[src/logic/dcp_pkg.sv]
// dcp_pkg: register map, field layout, reset values and spread tables for the receiver config block
// assumes a 32-bit axi4-lite host and a parallel clock equal to aclk
package dcp_pkg;
  localparam logic [7:0] OFS_EQ_CFG = 8'h00;
  localparam logic [7:0] OFS_OUT_CFG = 8'h04;
  localparam logic [7:0] OFS_STATUS = 8'h08;
  // eq_cfg fields
  localparam int EQ_SEL_LSB = 0;
  localparam int EQ_TEST_OUT_BIT = 4;
  // out_cfg fields
  localparam int OUT_CLK_SLEW_BIT = 0;
  localparam int OUT_DATA_SLEW_BIT = 1;
  localparam int OUT_OSS_BIT = 2;
  localparam int OUT_LF_BIT = 3;
  localparam int OUT_SPREAD_LSB = 4;
  // status fields
  localparam int ST_LOCK_BIT = 0;
  localparam int ST_POWERED_BIT = 1;
  localparam int ST_SLEEP_BIT = 2;
  localparam int ST_EQ_EN_BIT = 3;
  localparam int ST_EQ_STEP_LSB = 4;
  localparam int ST_DEV_STEP_LSB = 8;
  localparam int ST_SPREAD_EN_BIT = 10;
  localparam int ST_DIV_LSB = 16;
  // reset values
  localparam logic [3:0] RST_EQ_SEL = 4'h0;
  localparam logic RST_TEST_OUT = 1'b0;
  localparam logic RST_SLEW = 1'b0;
  localparam logic RST_OSS = 1'b0;
  localparam logic RST_LF = 1'b0;
  localparam logic [3:0] RST_SPREAD = 4'h0;
  // modulation dividers, low-frequency mode off, by code group
  localparam logic [11:0] DIV_HF_G0 = 12'd2168;
  localparam logic [11:0] DIV_HF_G1 = 12'd1300;
  localparam logic [11:0] DIV_HF_G2 = 12'd868;
  localparam logic [11:0] DIV_HF_G3 = 12'd650;
  // low-frequency mode on
  localparam logic [11:0] DIV_LF_G0 = 12'd620;
  localparam logic [11:0] DIV_LF_G1 = 12'd370;
  localparam logic [11:0] DIV_LF_G2 = 12'd258;
  localparam logic [11:0] DIV_LF_G3 = 12'd192;
  localparam logic [1:0] RESP_OKAY = 2'b00;
  localparam logic [1:0] RESP_SLVERR = 2'b10;
  localparam int PIN_W = 15;
  typedef enum logic [2:0] {
    ST_PDOWN = 3'b000,
    ST_STRAP = 3'b001,
    ST_ACQUIRE = 3'b011,
    ST_LOCKED = 3'b010,
    ST_SLEEP = 3'b110
  } dcp_state_t;
endpackage : dcp_pkg

[src/logic/dcp_sync.sv]
// dcp_sync: three-stage pin synchroniser; output follows once stages two and three agree
// assumes inputs are asynchronous to aclk
`timescale 1ns/1ps
module dcp_sync #(
  parameter int W = 1
) (
  // clock and reset
  input wire logic aclk,
  input wire logic aresetn,
  // pins in, clean levels out
  input wire logic [W-1:0] d,
  output logic [W-1:0] q
);
  typedef struct packed {
    logic [W-1:0] s1;
    logic [W-1:0] s2;
    logic [W-1:0] s3;
    logic [W-1:0] q;
  } dcp_sync_t;
  dcp_sync_t st_r, st_nxt;

  always_comb begin
    st_nxt = st_r;
    st_nxt.s1 = d;
    st_nxt.s2 = st_r.s1;
    st_nxt.s3 = st_r.s2;
    // per bit: only a value held for two samples passes
    st_nxt.q = (st_r.s2 & st_r.s3) | (st_r.q & (st_r.s2 | st_r.s3));
  end

  always_ff @(posedge aclk) begin
    if (!aresetn) begin
      st_r <= '0;
    end else begin
      st_r <= st_nxt;
    end
  end

  assign q = st_r.q;
endmodule : dcp_sync

[src/logic/dcp_cfg_power.sv]
// dcp_cfg_power: configuration and power-state control for the receiving end of a serial link
// assumes aclk is the parallel clock; the recovery loop and pads live outside and report by pins
`timescale 1ns/1ps
module dcp_cfg_power
  import dcp_pkg::*;
(
  // clock and reset
  input wire logic aclk,
  input wire logic aresetn,
  // axi4-lite slave
  input wire logic [7:0] s_axi_awaddr,
  input wire logic s_axi_awvalid,
  output logic s_axi_awready,
  input wire logic [31:0] s_axi_wdata,
  input wire logic [3:0] s_axi_wstrb,
  input wire logic s_axi_wvalid,
  output logic s_axi_wready,
  output logic [1:0] s_axi_bresp,
  output logic s_axi_bvalid,
  input wire logic s_axi_bready,
  input wire logic [7:0] s_axi_araddr,
  input wire logic s_axi_arvalid,
  output logic s_axi_arready,
  output logic [31:0] s_axi_rdata,
  output logic [1:0] s_axi_rresp,
  output logic s_axi_rvalid,
  input wire logic s_axi_rready,
  // pins: power, stream and strap inputs
  input wire logic power_enable_n,
  input wire logic stream_clock_present,
  input wire logic recovery_locked,
  input wire logic [3:0] strap_equalizer_select,
  input wire logic strap_clock_out_slew_select,
  input wire logic strap_data_out_slew_select,
  input wire logic [3:0] strap_spread_setting,
  input wire logic strap_low_freq_spread_mode,
  input wire logic strap_output_state_select,
  // recovered parallel word
  input wire logic [23:0] recovered_data,
  input wire logic [2:0] recovered_control,
  // analog controls
  output logic equalizer_enable,
  output logic [2:0] equalizer_gain_step,
  output logic serial_test_out_enable,
  output logic clock_out_slew_select,
  output logic data_out_slew_select,
  output logic spread_enable,
  output logic [1:0] spread_dev_step,
  output logic [11:0] spread_divider,
  output logic spread_mod_phase,
  output logic receiver_sleep,
  // parallel outputs with enables
  output logic [23:0] data_out,
  output logic [2:0] control_out,
  output logic data_out_oe,
  output logic recovered_clock_out_oe,
  output logic recovered_clock_out_run,
  output logic lock_out,
  output logic pass_out,
  output logic status_out_oe
);
  typedef struct packed {
    dcp_state_t state;
    logic [3:0] eq_sel;
    logic test_out;
    logic clk_slew;
    logic data_slew;
    logic oss;
    logic lf;
    logic [3:0] spread;
    logic [11:0] mod_cnt;
    logic mod_phase;
    logic [23:0] dout;
    logic [2:0] cout;
    logic aw_have;
    logic [7:0] awaddr;
    logic w_have;
    logic [31:0] wdata;
    logic [3:0] wstrb;
    logic bvalid;
    logic [1:0] bresp;
    logic rvalid;
    logic [31:0] rdata;
    logic [1:0] rresp;
  } dcp_core_t;
  dcp_core_t st_r, st_nxt;

  logic [PIN_W-1:0] pins_raw;
  logic [PIN_W-1:0] pins;
  logic pwr_on;
  logic stream_ok;
  logic cdr_lock;
  logic [3:0] code_m1;
  logic [11:0] div_sel;
  logic [31:0] status_word;

  // pin order: enable, stream, lock, eq select, two slews, spread code, lf, oss
  assign pins_raw = {power_enable_n, stream_clock_present, recovered_locked_pad(recovery_locked),
    strap_equalizer_select, strap_clock_out_slew_select, strap_data_out_slew_select,
    strap_spread_setting, strap_low_freq_spread_mode, strap_output_state_select};

  function automatic logic recovered_locked_pad(input logic v);
    recovered_locked_pad = v;
  endfunction : recovered_locked_pad

  dcp_sync #(.W(PIN_W)) u_pin_sync (
    .aclk(aclk),
    .aresetn(aresetn),
    .d(pins_raw),
    .q(pins)
  );

  // pin enable is active high despite its name: low means power down
  assign pwr_on = pins[14];
  assign stream_ok = pins[13];
  assign cdr_lock = pins[12];

  // spread code decode: codes 1-4, 5-8 and 9-12 share one divider per group, codes 13-15 the last
  assign code_m1 = st_r.spread - 4'h1;
  always_comb begin
    div_sel = DIV_HF_G0;
    if (st_r.lf) begin
      case (code_m1[3:2])
        2'd0: div_sel = DIV_LF_G0;
        2'd1: div_sel = DIV_LF_G1;
        2'd2: div_sel = DIV_LF_G2;
        default: div_sel = DIV_LF_G3;
      endcase
    end else begin
      case (code_m1[3:2])
        2'd0: div_sel = DIV_HF_G0;
        2'd1: div_sel = DIV_HF_G1;
        2'd2: div_sel = DIV_HF_G2;
        default: div_sel = DIV_HF_G3;
      endcase
    end
  end

  // steps and divider read back as driven, so a disabled feature reads zero
  always_comb begin
    status_word = '0;
    status_word[ST_LOCK_BIT] = (st_r.state == ST_LOCKED);
    status_word[ST_POWERED_BIT] = (st_r.state != ST_PDOWN);
    status_word[ST_SLEEP_BIT] = (st_r.state == ST_SLEEP);
    status_word[ST_EQ_EN_BIT] = st_r.eq_sel[0];
    status_word[ST_EQ_STEP_LSB +: 3] = equalizer_gain_step;
    status_word[ST_DEV_STEP_LSB +: 2] = spread_dev_step;
    status_word[ST_SPREAD_EN_BIT] = (st_r.spread != 4'h0);
    status_word[ST_DIV_LSB +: 12] = spread_divider;
  end

  always_comb begin
    st_nxt = st_r;
    // power state sequencing
    case (st_r.state)
      ST_PDOWN: begin
        if (pwr_on) begin
          st_nxt.state = ST_STRAP;
        end
      end
      ST_STRAP: begin
        // straps are sampled once here; later writes win until the next power down
        st_nxt.eq_sel = pins[11:8];
        st_nxt.clk_slew = pins[7];
        st_nxt.data_slew = pins[6];
        st_nxt.spread = pins[5:2];
        st_nxt.lf = pins[1];
        st_nxt.oss = pins[0];
        st_nxt.state = ST_ACQUIRE;
      end
      ST_ACQUIRE: begin
        if (!stream_ok) begin
          st_nxt.state = ST_SLEEP;
        end else if (cdr_lock) begin
          st_nxt.state = ST_LOCKED;
        end
      end
      ST_LOCKED: begin
        if (!stream_ok || !cdr_lock) begin
          st_nxt.state = stream_ok ? ST_ACQUIRE : ST_SLEEP;
        end
      end
      ST_SLEEP: begin
        // registers untouched here, unlike power down
        if (stream_ok) begin
          st_nxt.state = ST_ACQUIRE;
        end
      end
      default: st_nxt.state = ST_PDOWN;
    endcase
    if (!pwr_on) begin
      st_nxt.state = ST_PDOWN;
    end

    // parallel word passes only while locked; otherwise held low
    if (st_r.state == ST_LOCKED) begin
      st_nxt.dout = recovered_data;
      st_nxt.cout = recovered_control;
    end else begin
      st_nxt.dout = '0;
      st_nxt.cout = '0;
    end

    // modulation profile: phase flips every divider count of the parallel clock
    // compare with >= so a shorter divider written mid-count cannot overrun
    if (st_r.spread == 4'h0 || st_r.state != ST_LOCKED) begin
      st_nxt.mod_cnt = '0;
      st_nxt.mod_phase = 1'b0;
    end else if (st_r.mod_cnt >= div_sel - 12'd1) begin
      st_nxt.mod_cnt = '0;
      st_nxt.mod_phase = !st_r.mod_phase;
    end else begin
      st_nxt.mod_cnt = st_r.mod_cnt + 12'd1;
    end

    // axi write path: address and data taken in either order
    // in power down a write is answered, but the reset override below undoes it
    if (s_axi_awvalid && s_axi_awready) begin
      st_nxt.aw_have = 1'b1;
      st_nxt.awaddr = s_axi_awaddr;
    end
    if (s_axi_wvalid && s_axi_wready) begin
      st_nxt.w_have = 1'b1;
      st_nxt.wdata = s_axi_wdata;
      st_nxt.wstrb = s_axi_wstrb;
    end
    if (st_r.aw_have && st_r.w_have && !st_r.bvalid) begin
      st_nxt.aw_have = 1'b0;
      st_nxt.w_have = 1'b0;
      st_nxt.bvalid = 1'b1;
      st_nxt.bresp = RESP_OKAY;
      case (st_r.awaddr & 8'hFC)
        OFS_EQ_CFG: begin
          if (st_r.wstrb[0]) begin
            st_nxt.eq_sel = st_r.wdata[EQ_SEL_LSB +: 4];
            st_nxt.test_out = st_r.wdata[EQ_TEST_OUT_BIT];
          end
        end
        OFS_OUT_CFG: begin
          if (st_r.wstrb[0]) begin
            st_nxt.clk_slew = st_r.wdata[OUT_CLK_SLEW_BIT];
            st_nxt.data_slew = st_r.wdata[OUT_DATA_SLEW_BIT];
            st_nxt.oss = st_r.wdata[OUT_OSS_BIT];
            st_nxt.lf = st_r.wdata[OUT_LF_BIT];
            st_nxt.spread = st_r.wdata[OUT_SPREAD_LSB +: 4];
          end
        end
        OFS_STATUS: st_nxt.bresp = RESP_OKAY;
        default: st_nxt.bresp = RESP_SLVERR;
      endcase
    end else if (st_r.bvalid && s_axi_bready) begin
      st_nxt.bvalid = 1'b0;
    end

    // axi read path
    if (s_axi_arvalid && s_axi_arready) begin
      st_nxt.rvalid = 1'b1;
      st_nxt.rresp = RESP_OKAY;
      case (s_axi_araddr & 8'hFC)
        OFS_EQ_CFG: st_nxt.rdata = {27'h0, st_r.test_out, st_r.eq_sel};
        OFS_OUT_CFG: st_nxt.rdata = {24'h0, st_r.spread, st_r.lf, st_r.oss, st_r.data_slew, st_r.clk_slew};
        OFS_STATUS: st_nxt.rdata = status_word;
        default: begin
          st_nxt.rdata = 32'h0000_0000;
          st_nxt.rresp = RESP_SLVERR;
        end
      endcase
    end else if (st_r.rvalid && s_axi_rready) begin
      st_nxt.rvalid = 1'b0;
    end

    // power down wins over any write landing in the same cycle
    if (st_r.state == ST_PDOWN || !pwr_on) begin
      st_nxt.eq_sel = RST_EQ_SEL;
      st_nxt.test_out = RST_TEST_OUT;
      st_nxt.clk_slew = RST_SLEW;
      st_nxt.data_slew = RST_SLEW;
      st_nxt.oss = RST_OSS;
      st_nxt.lf = RST_LF;
      st_nxt.spread = RST_SPREAD;
    end
  end

  always_ff @(posedge aclk) begin
    if (!aresetn) begin
      st_r <= '0;
      st_r.state <= ST_PDOWN;
    end else begin
      st_r <= st_nxt;
    end
  end

  // bus handshakes: one write and one read outstanding
  // awready drops while bvalid stands, so a second write waits for its response
  assign s_axi_awready = !st_r.aw_have && !st_r.bvalid;
  assign s_axi_wready = !st_r.w_have && !st_r.bvalid;
  assign s_axi_bvalid = st_r.bvalid;
  assign s_axi_bresp = st_r.bresp;
  assign s_axi_arready = !st_r.rvalid;
  assign s_axi_rvalid = st_r.rvalid;
  assign s_axi_rdata = st_r.rdata;
  assign s_axi_rresp = st_r.rresp;

  // analog steering
  assign equalizer_enable = st_r.eq_sel[0];
  assign equalizer_gain_step = st_r.eq_sel[0] ? st_r.eq_sel[3:1] : 3'h0;
  assign serial_test_out_enable = st_r.test_out && st_r.eq_sel[0];
  assign clock_out_slew_select = st_r.clk_slew;
  assign data_out_slew_select = st_r.data_slew;
  assign spread_enable = (st_r.spread != 4'h0);
  assign spread_dev_step = spread_enable ? code_m1[1:0] : 2'h0;
  assign spread_divider = spread_enable ? div_sel : 12'h000;
  assign spread_mod_phase = st_r.mod_phase;
  assign receiver_sleep = (st_r.state == ST_SLEEP) || (st_r.state == ST_PDOWN);

  // output pin states: float when off, low or float on a static stream
  // lock and pass stay driven low on a static stream; only power down floats them
  assign data_out = st_r.dout;
  assign control_out = st_r.cout;
  assign status_out_oe = (st_r.state != ST_PDOWN);
  assign data_out_oe = (st_r.state == ST_LOCKED) || (st_r.state != ST_PDOWN && !st_r.oss);
  assign recovered_clock_out_oe = data_out_oe;
  assign recovered_clock_out_run = (st_r.state == ST_LOCKED);
  assign lock_out = (st_r.state == ST_LOCKED);
  assign pass_out = (st_r.state == ST_LOCKED);
endmodule : dcp_cfg_power

[config.mk]
export PLATFORM = sky130hd
export DESIGN_NAME = dcp_cfg_power
export DESIGN_NICKNAME = d
export VERILOG_FILES = /design/src/logic/dcp_pkg.sv /design/src/logic/dcp_sync.sv /design/src/logic/dcp_cfg_power.sv
export SDC_FILE = /design/constraint.sdc
export NUM_CORES = 1
export LEC_CHECK = 0
export BUFFER_PORTS_ARGS = -buffer_cell sky130_fd_sc_hd__buf_2
export CAP_MARGIN = 20
export CORE_UTILIZATION = 50
export DETAILED_ROUTE_END_ITERATION = 10
export PLACE_DENSITY = 0.79
export SYNTH_ARGS = -nofsm -noshare
export SYNTH_HDL_FRONTEND = slang
export SYNTH_SLANG_ARGS = --single-unit
[constraint.sdc]
create_clock -name aclk -period 6.02 [get_ports aclk]
set_clock_uncertainty 0.2 [all_clocks]
set_input_delay 1.204 -clock aclk [delete_from_list [all_inputs] [get_ports aclk]]
set_output_delay 1.204 -clock aclk [all_outputs]
set_load 0.01 [all_outputs]
== Word level (Yosys, flattened, before mapping) ==
Cells that the tools add are included.
Word-level totals
  bits in registers: 173
  input port bits: 101
  output and inout bits: 98
  word-level logic and storage cells: 119
Operators by class
  $add $sub $neg: 3
  magnitude comparators: 1
  eq/ne operators: 14
  muxes and demuxes: 26
  bitwise logic cells: 5
  reductions and logical operators: 44
Operators with widths (count)
  $pmux 28 s3: 1
  $pmux 12 s3: 1
  $and 15x15->15: 2
  $or 15x15->15: 2
  $pmux 10 s3: 1
  $mux 12: 2
  $mux 8: 3
  $mux 3: 6
  $logic_not 8->1: 2
  $pmux 3 s5: 1
  $mux 13: 1
  $add 12x1->12 const B: 1
  $eq 6x1->1 const B: 2
  $eq 6x2->1 const B: 2
  $ge 12x12->1: 1
  $sub 12x1->12 const B: 1
  $logic_and 1x1->1: 11
  $mux 5: 2
  $logic_not 1->1: 9
  $reduce_or 3->1: 3
  $eq 3x2->1 const B: 2
  $mux 2: 3
  $reduce_and 3->1: 2
  $reduce_or 2->1: 3
  19 further kinds: 29

== Logic depth before layout (Yosys ltp) ==
Gate-level depths: netlist (run 1).
  depth in word-level cells: 7
  depth in mapped cells: 20
  mapped depth without buffers: 17

== Modules after synthesis ==
From an unflattened synthesis (run 1), not the netlist that was laid out.
Second synthesis, totals
  cell total of the unflattened synthesis: 726
  area, all modules: 6722.7 um^2
Modules (own cells, without submodules)
  dcp_cfg_power: times used 1, cells an instance 555, area an instance 4848.4 um^2, sequential area each 1981.9 um^2
  dcp_sync: times used 1, cells an instance 171, area an instance 1874.3 um^2, sequential area each 1201.2 um^2

== Worst setup path after synthesis (run 1) ==
OpenSTA, ideal clock, no wires.
  kind: register to register
  start: register st_r[126] (netlist name)
  end: register st_r[114] (netlist name)
  setup time: 0.064 ns
  arrival time: 3.551 ns
  required time: 5.756 ns
  path slack: 2.205 ns
  cell stages (with the launch flop): 18
  buffers on the path: 2
  period minus slack after synthesis: 3.815 ns
  path through: dfxtp_1 nor4_4 inv_2 and2_1 inv_1 ha_1 clkbuf_1 mux2i_1 ha_1 o311a_1 xnor2_1 ha_1 a21oi_1 o21a_1 a2bb2oi_1 nand4_1 buf_2 nor2_1
On the way
  cells in the longest elaborated chain, start to end: 7
  elaborated cells on any way between the ends: 12
  those cells by class: add/sub (2); order compare (1); eq/ne (2); mux (3); reduce/logical (4)
Ends and longest elaborated chain
  from (decl): RTL line dcp_cfg_power.sv:86  | dcp_core_t st_r, st_nxt;
  from (signal assigned): RTL line dcp_cfg_power.sv:289  | st_r <= st_nxt;
  $sub 4x1->4: RTL line dcp_cfg_power.sv:119  | assign code_m1 = st_r.spread - 4'h1;
  $eq 2x2->1 (tied with other cells): RTL line dcp_cfg_power.sv:123, dcp_cfg_power.sv:130
  $pmux 12 s3 / $pmux 10 s3 (equally long branches): RTL line dcp_cfg_power.sv:130, dcp_cfg_power.sv:123
  $mux 12: RTL line dcp_cfg_power.sv:122  | if (st_r.lf) begin
  $sub 12x1->12: RTL line dcp_cfg_power.sv:209  | end else if (st_r.mod_cnt >= div_sel - 12'd1) begin
  $ge 12x12->1: RTL line dcp_cfg_power.sv:209
  $reduce_or 3->1 (no line) (*)
Mark *: on every way between the ends. The rest lies on a longest branch, timed or not.
A chain may end at the register's enable or synchronous reset.

== Final worst setup path (run 1) ==
  start: register st_r[126] (netlist name)
  end: register st_r[117] (netlist name)
Same word-level chain as after synthesis.

==> flow_summary.rst, run 1 <==
.. list-table::
   :header-rows: 1

   * - Metric
     - Value
   * - Yosys top cell area share
     - 48.4%
   * - H-Tree Depth
     - 4
   * - Remaining DRCs
     - 0
   * - Required time worst endpoint
     - 6.17 ns
   * - Worst voltage drop across the vdd grid
     - 195 uV
   * - Data arrival time of the critical path
     - 4.87 ns
   * - Total GRT Usage
     - 19.0%
   * - CTS Hold Buffers Added
     - 0
   * - Final Wtd Congestion
     - 0.804
   * - Final antenna-violating net count
     - 0
   * - Timing-limited maximum frequency
     - 212 MHz
   * - # rows
     - 41
   * - Stage delay of the slowest cell on the critical path
     - 0.60 ns
   * - Synth async-reset ratio
     - 0%
   * - Netlist Area Pre-Place
     - 0.00657 mm2
   * - Met2 WL post-DR
     - 6110 um
   * - First-pass GRT wire length
     - 19700 um
   * - Critical path cell sequence
     - nor4_4 > inv_2 > and2_1 > inv_1 > ha_1 > mux2i_1 > ha_1 > o311a_1 > xnor2_1 > ha_1 > a21oi_1 > o21a_1 > a2bb2oi_1 > nand4_1 > nor2_1
   * - Routed length per instance
     - 13.0 um
   * - Unique masters post-synth
     - 47
   * - Pin slew with the least headroom to its limit
     - 0.853 ns
   * - First drt pass iteration count
     - 4
   * - Sequential cell area
     - 0.00318 mm2
   * - Die extent in x
     - 117 um
   * - Routed via count divided by cell count
     - 4.90
   * - Post-CTS setup buffer count
     - 0
   * - Routed Wire Length
     - 12900 um
   * - Worst setup EP type
     - flop
   * - Placeable core area
     - 0.0127 mm2
   * - Worst Path Class, Setup
     - flop to flop
   * - Slew Limit Headroom
     - 42.6%
   * - Number of fill cells
     - 1166
   * - Post-route clock period utilization
     - 78.4%
   * - Area added between synthesis and finish
     - 14.5%
   * - Highest-count cells in the layout ignoring fill and taps
     - 159 x dfxtp_1, 154 x buf_2, 82 x nor2_1
   * - Area taken by multi-input logic gates
     - 0.00273 mm2
   * - Synthesized area per cell
     - 9.18 um2
   * - Utilization after layout
     - 59.2%
   * - Unrepaired setup endpoints after global routing
     - no
   * - HPWL reported at the end of detailed placement
     - 9240 um
   * - Via Count
     - 4843
   * - Clk buf depth
     - 2
   * - Drt initial violations
     - 178
   * - Worst min-delay path category
     - flop to flop
   * - Initial antenna violation count
     - 0
   * - Count of clock tree sinks
     - 159
   * - Residual overflow from global routing
     - 0
   * - IO buf count
     - 154
   * - Yosys reg bits
     - 159
   * - Power density normalized to cell area
     - 288 mW/mm2
   * - Most common cell after layout, fill and taps aside
     - dfxtp_1
   * - Number of gates resized after CTS
     - 0
   * - Die Outline Area
     - 0.0136 mm2
   * - Synth warn
     - 0
   * - Met3 routed WL
     - 666 um
   * - Summed area of non-filler cells in the final layout
     - 0.00753 mm2
   * - Number of enable-type register cells in the synthesized netlist
     - 0
   * - Largest net degree at the start of global routing
     - 51
   * - Antenna Diode Count
     - 0
   * - Skew-Pair Late Insertion Delay
     - 0.42 ns
   * - Uppermost layer routed
     - met4
   * - Clock transition at the register clock pins on the worst setup and hold paths after CTS
     - 0.06 ns
   * - CP most frequent cell
     - ha_1
   * - Final sum of negative setup slack
     - 0 ns
   * - Clock period minus final worst setup slack
     - 4.72 ns
   * - Nets
     - 923
   * - Die extent in y
     - 117 um
   * - Slew Viols, Final
     - 0
   * - Number of endpoints failing setup at the final stage
     - 0
   * - Gate Count Post-Synth
     - 716
   * - Cell area reported after detailed placement
     - 0.00697 mm2
   * - Effective utilization at floorplan
     - 51.7%
   * - Largest cells by area after synthesis
     - dfxtp_1 48%, buf_4 7.9%, and2_1 5.5%
   * - Post-synth top flop
     - dfxtp_1
   * - Worst setup slack before clock tree synthesis
     - 1.34 ns
   * - CTS Buf Count
     - 17
   * - Via count of the first global-routing pass
     - 4235
   * - Register area share after synthesis
     - 48.4%
   * - Routed length on met1
     - 5990 um
   * - Proportion of layout cells with a drive suffix above 1
     - 24.6%
   * - Crit path max fanout
     - 12
   * - Clock root cell
     - clkbuf_16
   * - Final count of hold timing violations
     - 0
   * - P_leak
     - 0.00344 uW
   * - Standard cell with the maximum stage delay on the critical path
     - nor4_4
   * - TritonCTS clock tree
     - built
   * - Status
     - finished clean
   * - Nature of the critical path startpoint
     - flop
   * - Top-Level Pins
     - 199
   * - Setup ws final
     - 1.30 ns
   * - Biggest area consumer among synthesized cells
     - dfxtp_1
   * - Max_cap viols
     - 0
==> cell usage after synthesis, types with 11 or more instances <==
| cell type | count |
|---|---|
| inv_1 | 11 |
| nor2_1 | 82 |
| dfxtp_1 | 159 |
| buf_4 | 69 |
| a21oi_1 | 49 |
| a211oi_1 | 16 |
| nand2_1 | 58 |
| ha_1 | 18 |
| mux2i_1 | 26 |
| and3_1 | 29 |
| clkbuf_1 | 25 |
| o21ai_0 | 27 |
| and2_1 | 58 |
==> per-stage QoR <==
| stage | hold WS [ns] | total power, uW | cells |
|---|---|---|---|
| 2_1_floorplan | 0.212 | 1170 | 728 |
| 5_1_grt | 0.247 | 2250 | 989 |
| 6_report | 0.233 | 2170 | 989 |
| 3_5_place_dp | 0.218 | 1200 | 957 |
| 3_3_place_gp | 0.214 | 1200 | 957 |
| 4_1_cts | 0.234 | 2190 | 989 |
==> critical path, delay by kind of cell (launching register included) <==
| kind | cells | cell delay (ns) |
|---|---|---|
| adders and majority gates | 3 | 0.90 |
| muxes | 1 | 0.17 |
| buffers and inverters | 2 | 0.32 |
| and+or+nand+nor | 4 | 1.57 |
| DFF | 1 | 0.40 |
| xor gates and xnor gates | 1 | 0.15 |
| AOI/OAI and AO/OA | 4 | 0.94 |
==> final timing paths <==
| kind | startpoint | to | depth (start not counted) | slack (ns) |
|---|---|---|---|---|
| max | st_r[126] | st_r[117] | 15 | 1.30 |
| min | u_pin_sync.st_nxt[37] | u_pin_sync.st_nxt[22] | 1 | 0.23 |
| max reg2reg | st_r[126] | st_r[117] | 15 | 1.30 |
| min reg2reg | u_pin_sync.st_nxt[37] | u_pin_sync.st_nxt[22] | 1 | 0.23 |
==> where the power goes <==
part           switching (uW)  internal [uW]  leakage (uW)  total, uW
clock                     435            556      0.000273        991
combinational            49.8           39.2       0.00187       88.9
sequential               12.6           1080       0.00129       1090
==> metal layers <==
layer | vias up | GRT usage [%]
met4 | 0 | 7.17
li1 | 2487 | -
met5 | - | 0
met3 | 10 | 5.60
met1 | 2221 | 23.9
met2 | 125 | 30.7
==> flip-flops by register name (all words and copies together) (netlist names), named ones only <==
name                   flops
clock_out_slew_select      1
control_out                3
data_out                  24
data_out_slew_select       1
equalizer_enable           1
s_axi_bresp                1
s_axi_bvalid               1
s_axi_rdata               22
s_axi_rresp                1
s_axi_rvalid               1
spread_mod_phase           1
st_r                      41
u_pin_sync.q              15
u_pin_sync.st_nxt         30
u_pin_sync.st_r           15
==> cells by family (layout without fill, tap and decap cells) <==
logic type,after synthesis,after routing,synth area share [%]
and+or+nand+nor,267,267,20.6
buffers and inverters,113,202,10.8
other,1,13,0.0571
adders and majority gates,18,18,3.43
xor gates and xnor gates,15,15,2.00
AOI/OAI and AO/OA,116,116,10.5
DFF,159,159,48.4
muxes,27,27,4.13
==> layout make-up <==
type / count / share of cell area, %
multi-input combinational: 456 / 36.2
tap: 172 / 2.86
timing repair buffer: 158 / 10.6
clock buffer: 19 / 6.02
inverter: 12 / 0.598
clock inverter: 13 / 1.36
sequential: 159 / 42.3
Note: power is estimated with default switching activity, not from simulation.
==> run 2, diff against run 1 <==
CORE_UTILIZATION = 46   (was 50)
PLACE_DENSITY = 0.76   (was 0.79)
clock period = 4.2 ns   (was 6.02 ns; I/O delays follow)
==> run 2 against run 1 <==
Effect of this change:
- via count grew 1.1%
- wire length up 5.2%
- hold slack better by 0.0014 ns
- core utilization fell by 4.3 points
- die area is 8.6% higher
- clock power grew 55%
- first-iteration DRC count rose by 71%
- fmax increased by 21%
- worst setup slack worse by 1.0 ns
- combinational power increased by 45%
- global-route usage is essentially flat
- largest power group unchanged
==> flow_summary.rst, run 2 (synthesized netlist as in run 1, its figures left out) <==
.. list-table::
   :header-rows: 1

   * - Metric
     - Value
   * - Worst min-delay path category
     - flop to flop (unchanged)
   * - Post-route clock period utilization
     - 92.8% (was 78.4%)
   * - Status
     - finished clean (unchanged)
   * - Slew Viols, Final
     - 0 (unchanged)
   * - Clock root cell
     - clkbuf_16 (unchanged)
   * - CTS Buf Count
     - 17 (unchanged)
   * - Area added between synthesis and finish
     - 16.3% (was 14.5%)
   * - Routed via count divided by cell count
     - 4.89 (was 4.90)
   * - Setup ws final
     - 0.302 ns (was 1.30 ns)
   * - CP startpoint
     - st_r[126] (unchanged)
   * - Clock period minus final worst setup slack
     - 3.90 ns (was 4.72 ns)
   * - Worst setup EP type
     - flop (unchanged)
   * - Clock transition at the register clock pins on the worst setup and hold paths after CTS
     - 0.07 ns (was 0.06 ns)
   * - Critical path cell sequence
     - nor4_4 > inv_2 > and2_1 > inv_1 > ha_2 > mux2i_2 > ha_2 > nand2b_1 > nor2_1 > nand3_1 > xnor2_1 > ha_1 > nand4_1 > nor3_1 > a2bb2oi_1 > nand4_1 > buf_4 > nor2_1 (was nor4_4 > inv_2 > and2_1 > inv_1 > ha_1 > mux2i_1 > ha_1 > o311a_1 > xnor2_1 > ha_1 > a21oi_1 > o21a_1 > a2bb2oi_1 > nand4_1 > nor2_1)
   * - Die extent in y
     - 122 um (was 117 um)
   * - Die extent in x
     - 122 um (was 117 um)
   * - Number of gates resized after CTS
     - 0 (unchanged)
   * - Drt initial violations
     - 305 (was 178)
   * - Worst reg2reg path depth
     - 18 (was 15)
   * - Via count of the first global-routing pass
     - 4273 (was 4235)
   * - Final Wtd Congestion
     - 0.829 (was 0.804)
   * - Capturing point of the worst reg2reg path
     - st_r[123] (was st_r[117])
   * - Routed Wire Length
     - 13600 um (was 12900 um)
   * - Residual overflow from global routing
     - 0 (unchanged)
   * - Highest-count cells in the layout ignoring fill and taps
     - 159 x dfxtp_1, 154 x buf_2, 82 x nor2_1 (unchanged)
   * - Final sum of negative setup slack
     - 0 ns (unchanged)
   * - HPWL reported at the end of detailed placement
     - 9690 um (was 9240 um)
   * - Most common cell after layout, fill and taps aside
     - dfxtp_1 (unchanged)
   * - Max_cap viols
     - 0 (unchanged)
   * - Final antenna-violating net count
     - 0 (unchanged)
   * - Initial antenna violation count
     - 0 (unchanged)
   * - H-Tree Depth
     - 4 (unchanged)
   * - Via Count
     - 4894 (was 4843)
   * - Remaining DRCs
     - 0 (unchanged)
   * - Stage delay of the slowest cell on the critical path
     - 0.39 ns (was 0.60 ns)
   * - Die Outline Area
     - 0.0148 mm2 (was 0.0136 mm2)
   * - Setup slack, reg-to-reg
     - 0.30 ns (was 1.30 ns)
   * - Final count of hold timing violations
     - 0 (unchanged)
   * - Largest net degree at the start of global routing
     - 50 (was 51)
   * - IO buf count
     - 154 (unchanged)
   * - Skew-Pair Late Insertion Delay
     - 0.44 ns (was 0.42 ns)
   * - Summed area of non-filler cells in the final layout
     - 0.00764 mm2 (was 0.00753 mm2)
   * - Top-Level Pins
     - 199 (unchanged)
   * - Unrepaired setup endpoints after global routing
     - no (unchanged)
   * - Timing-limited maximum frequency
     - 257 MHz (was 212 MHz)
   * - Nature of the critical path startpoint
     - flop (unchanged)
   * - Non-filler instance count after layout
     - 1001 (was 989)
   * - Antenna Diode Count
     - 0 (unchanged)
   * - Data arrival time of the critical path
     - 4.06 ns (was 4.87 ns)
   * - Effective utilization at floorplan
     - 47.2% (was 51.7%)
   * - Nets
     - 927 (was 923)
   * - Count of clock tree sinks
     - 159 (unchanged)
   * - Number of flip-flops under the largest register name
     - 41 (unchanged)
   * - First-pass GRT wire length
     - 21400 um (was 19700 um)
   * - Pin slew with the least headroom to its limit
     - 0.899 ns (was 0.853 ns)
   * - Number of endpoints failing setup at the final stage
     - 0 (unchanged)
   * - Number of cells after detailed placement
     - 969 (was 957)
   * - P_leak
     - 0.00348 uW (was 0.00344 uW)
   * - Required time worst endpoint
     - 4.36 ns (was 6.17 ns)
   * - CTS Hold Buffers Added
     - 0 (unchanged)
   * - Worst setup path endpoint
     - st_r[123] (was st_r[117])
   * - Crit path max fanout
     - 12 (unchanged)
   * - Cell area reported after detailed placement
     - 0.00701 mm2 (was 0.00697 mm2)
   * - Clk buf depth
     - 2 (unchanged)
   * - # rows
     - 43 (was 41)
   * - Routed length per instance
     - 13.5 um (was 13.0 um)
   * - Worst Path Class, Setup
     - flop to flop (unchanged)
   * - Total GRT Usage
     - 18.9% (was 19.0%)
   * - Worst voltage drop across the vdd grid
     - 273 uV (was 195 uV)
   * - Placeable core area
     - 0.0139 mm2 (was 0.0127 mm2)
   * - TritonCTS clock tree
     - built (unchanged)
   * - Utilization after layout
     - 54.8% (was 59.2%)
   * - First drt pass iteration count
     - 5 (was 4)
   * - Worst setup slack before clock tree synthesis
     - 0.245 ns (was 1.34 ns)
   * - Post-CTS setup buffer count
     - 0 (unchanged)
   * - Power density normalized to cell area
     - 423 mW/mm2 (was 288 mW/mm2)
   * - Register name with the most flops
     - st_r (unchanged)
   * - Slew Limit Headroom
     - 39.5% (was 42.6%)
   * - Standard cell with the maximum stage delay on the critical path
     - dfxtp_1 (was nor4_4)
   * - Proportion of layout cells with a drive suffix above 1
     - 25.8% (was 24.6%)
   * - Reg-to-reg startpoint
     - st_r[126] (unchanged)
==> run 2: changes by cell type in the layout (fill, tap and decap cells not counted), moves of 2 or more <==
cell / change
clkinv_4: -2
mux2i_2: +2
a21oi_1: -2
buf_4: +4
inv_8: +3
mux2i_1: -2
clkinv_8: +2
ha_1: -2
a21oi_2: +2
ha_2: +2
clkinv_2: -2
==> run 2: how the worst min path moves through the flow <==
stage | cells past startpoint | end | from | slack [ns]
after floorplan | 1 | u_pin_sync.st_nxt[15] | u_pin_sync.st_nxt[30] | 0.21
after global placement | 1 | u_pin_sync.st_nxt[25] | u_pin_sync.st_nxt[40] | 0.22
after detailed placement | 1 | u_pin_sync.st_nxt[22] | u_pin_sync.st_nxt[37] | 0.22
after CTS | 1 | u_pin_sync.st_nxt[22] | u_pin_sync.st_nxt[37] | 0.23
after global routing | 1 | u_pin_sync.st_nxt[29] | u_pin_sync.st_nxt[44] | 0.24
final | 1 | u_pin_sync.st_nxt[22] | u_pin_sync.st_nxt[37] | 0.23
==> run 2: area by class of cell <==
cell class / instances / area [um2]
Fill cell: 1291 / 6290
Multi-Input combinational cell: 456 / 2750
Inverter: 12 / 45.0
Clock inverter: 14 / 164
Tap cell: 180 / 225
Clock buffer: 18 / 439
Timing Repair Buffer: 162 / 831
Sequential cell: 159 / 3180
==> run 2: metal layers <==
layer	vias to the layer above	GRT usage, %	routed length [um]
met5	-	0	0
met4	0	7.02	195
met3	15	5.85	743
met2	154	29.3	6170
met1	2225	24.7	6450
li1	2500	-	-
==> run 2: report_power, final <==
group          internal [uW]  leakage, uW  switching [uW]
clock network            865     0.000296             678
registers               1540      0.00129            18.8
logic                   56.1      0.00189            72.9
total                   2460      0.00348             770
==> run 2: critical path: cells and delay by family (launching register included) <==
family | cells | cell delay [ns]
xor+xnor | 1 | 0.16
buf+inv | 3 | 0.41
fa+ha+maj | 3 | 0.91
compound gates | 1 | 0.30
flops | 1 | 0.39
mux | 1 | 0.24
simple gates | 9 | 1.23
==> run 2: metrics by stage <==
stage          hold WS (ns)  total power, uW
2_1_floorplan         0.212             1680
3_3_place_gp          0.216             1720
3_5_place_dp          0.217             1720
4_1_cts               0.233             3260
5_1_grt               0.243             3360
6_report              0.234             3230
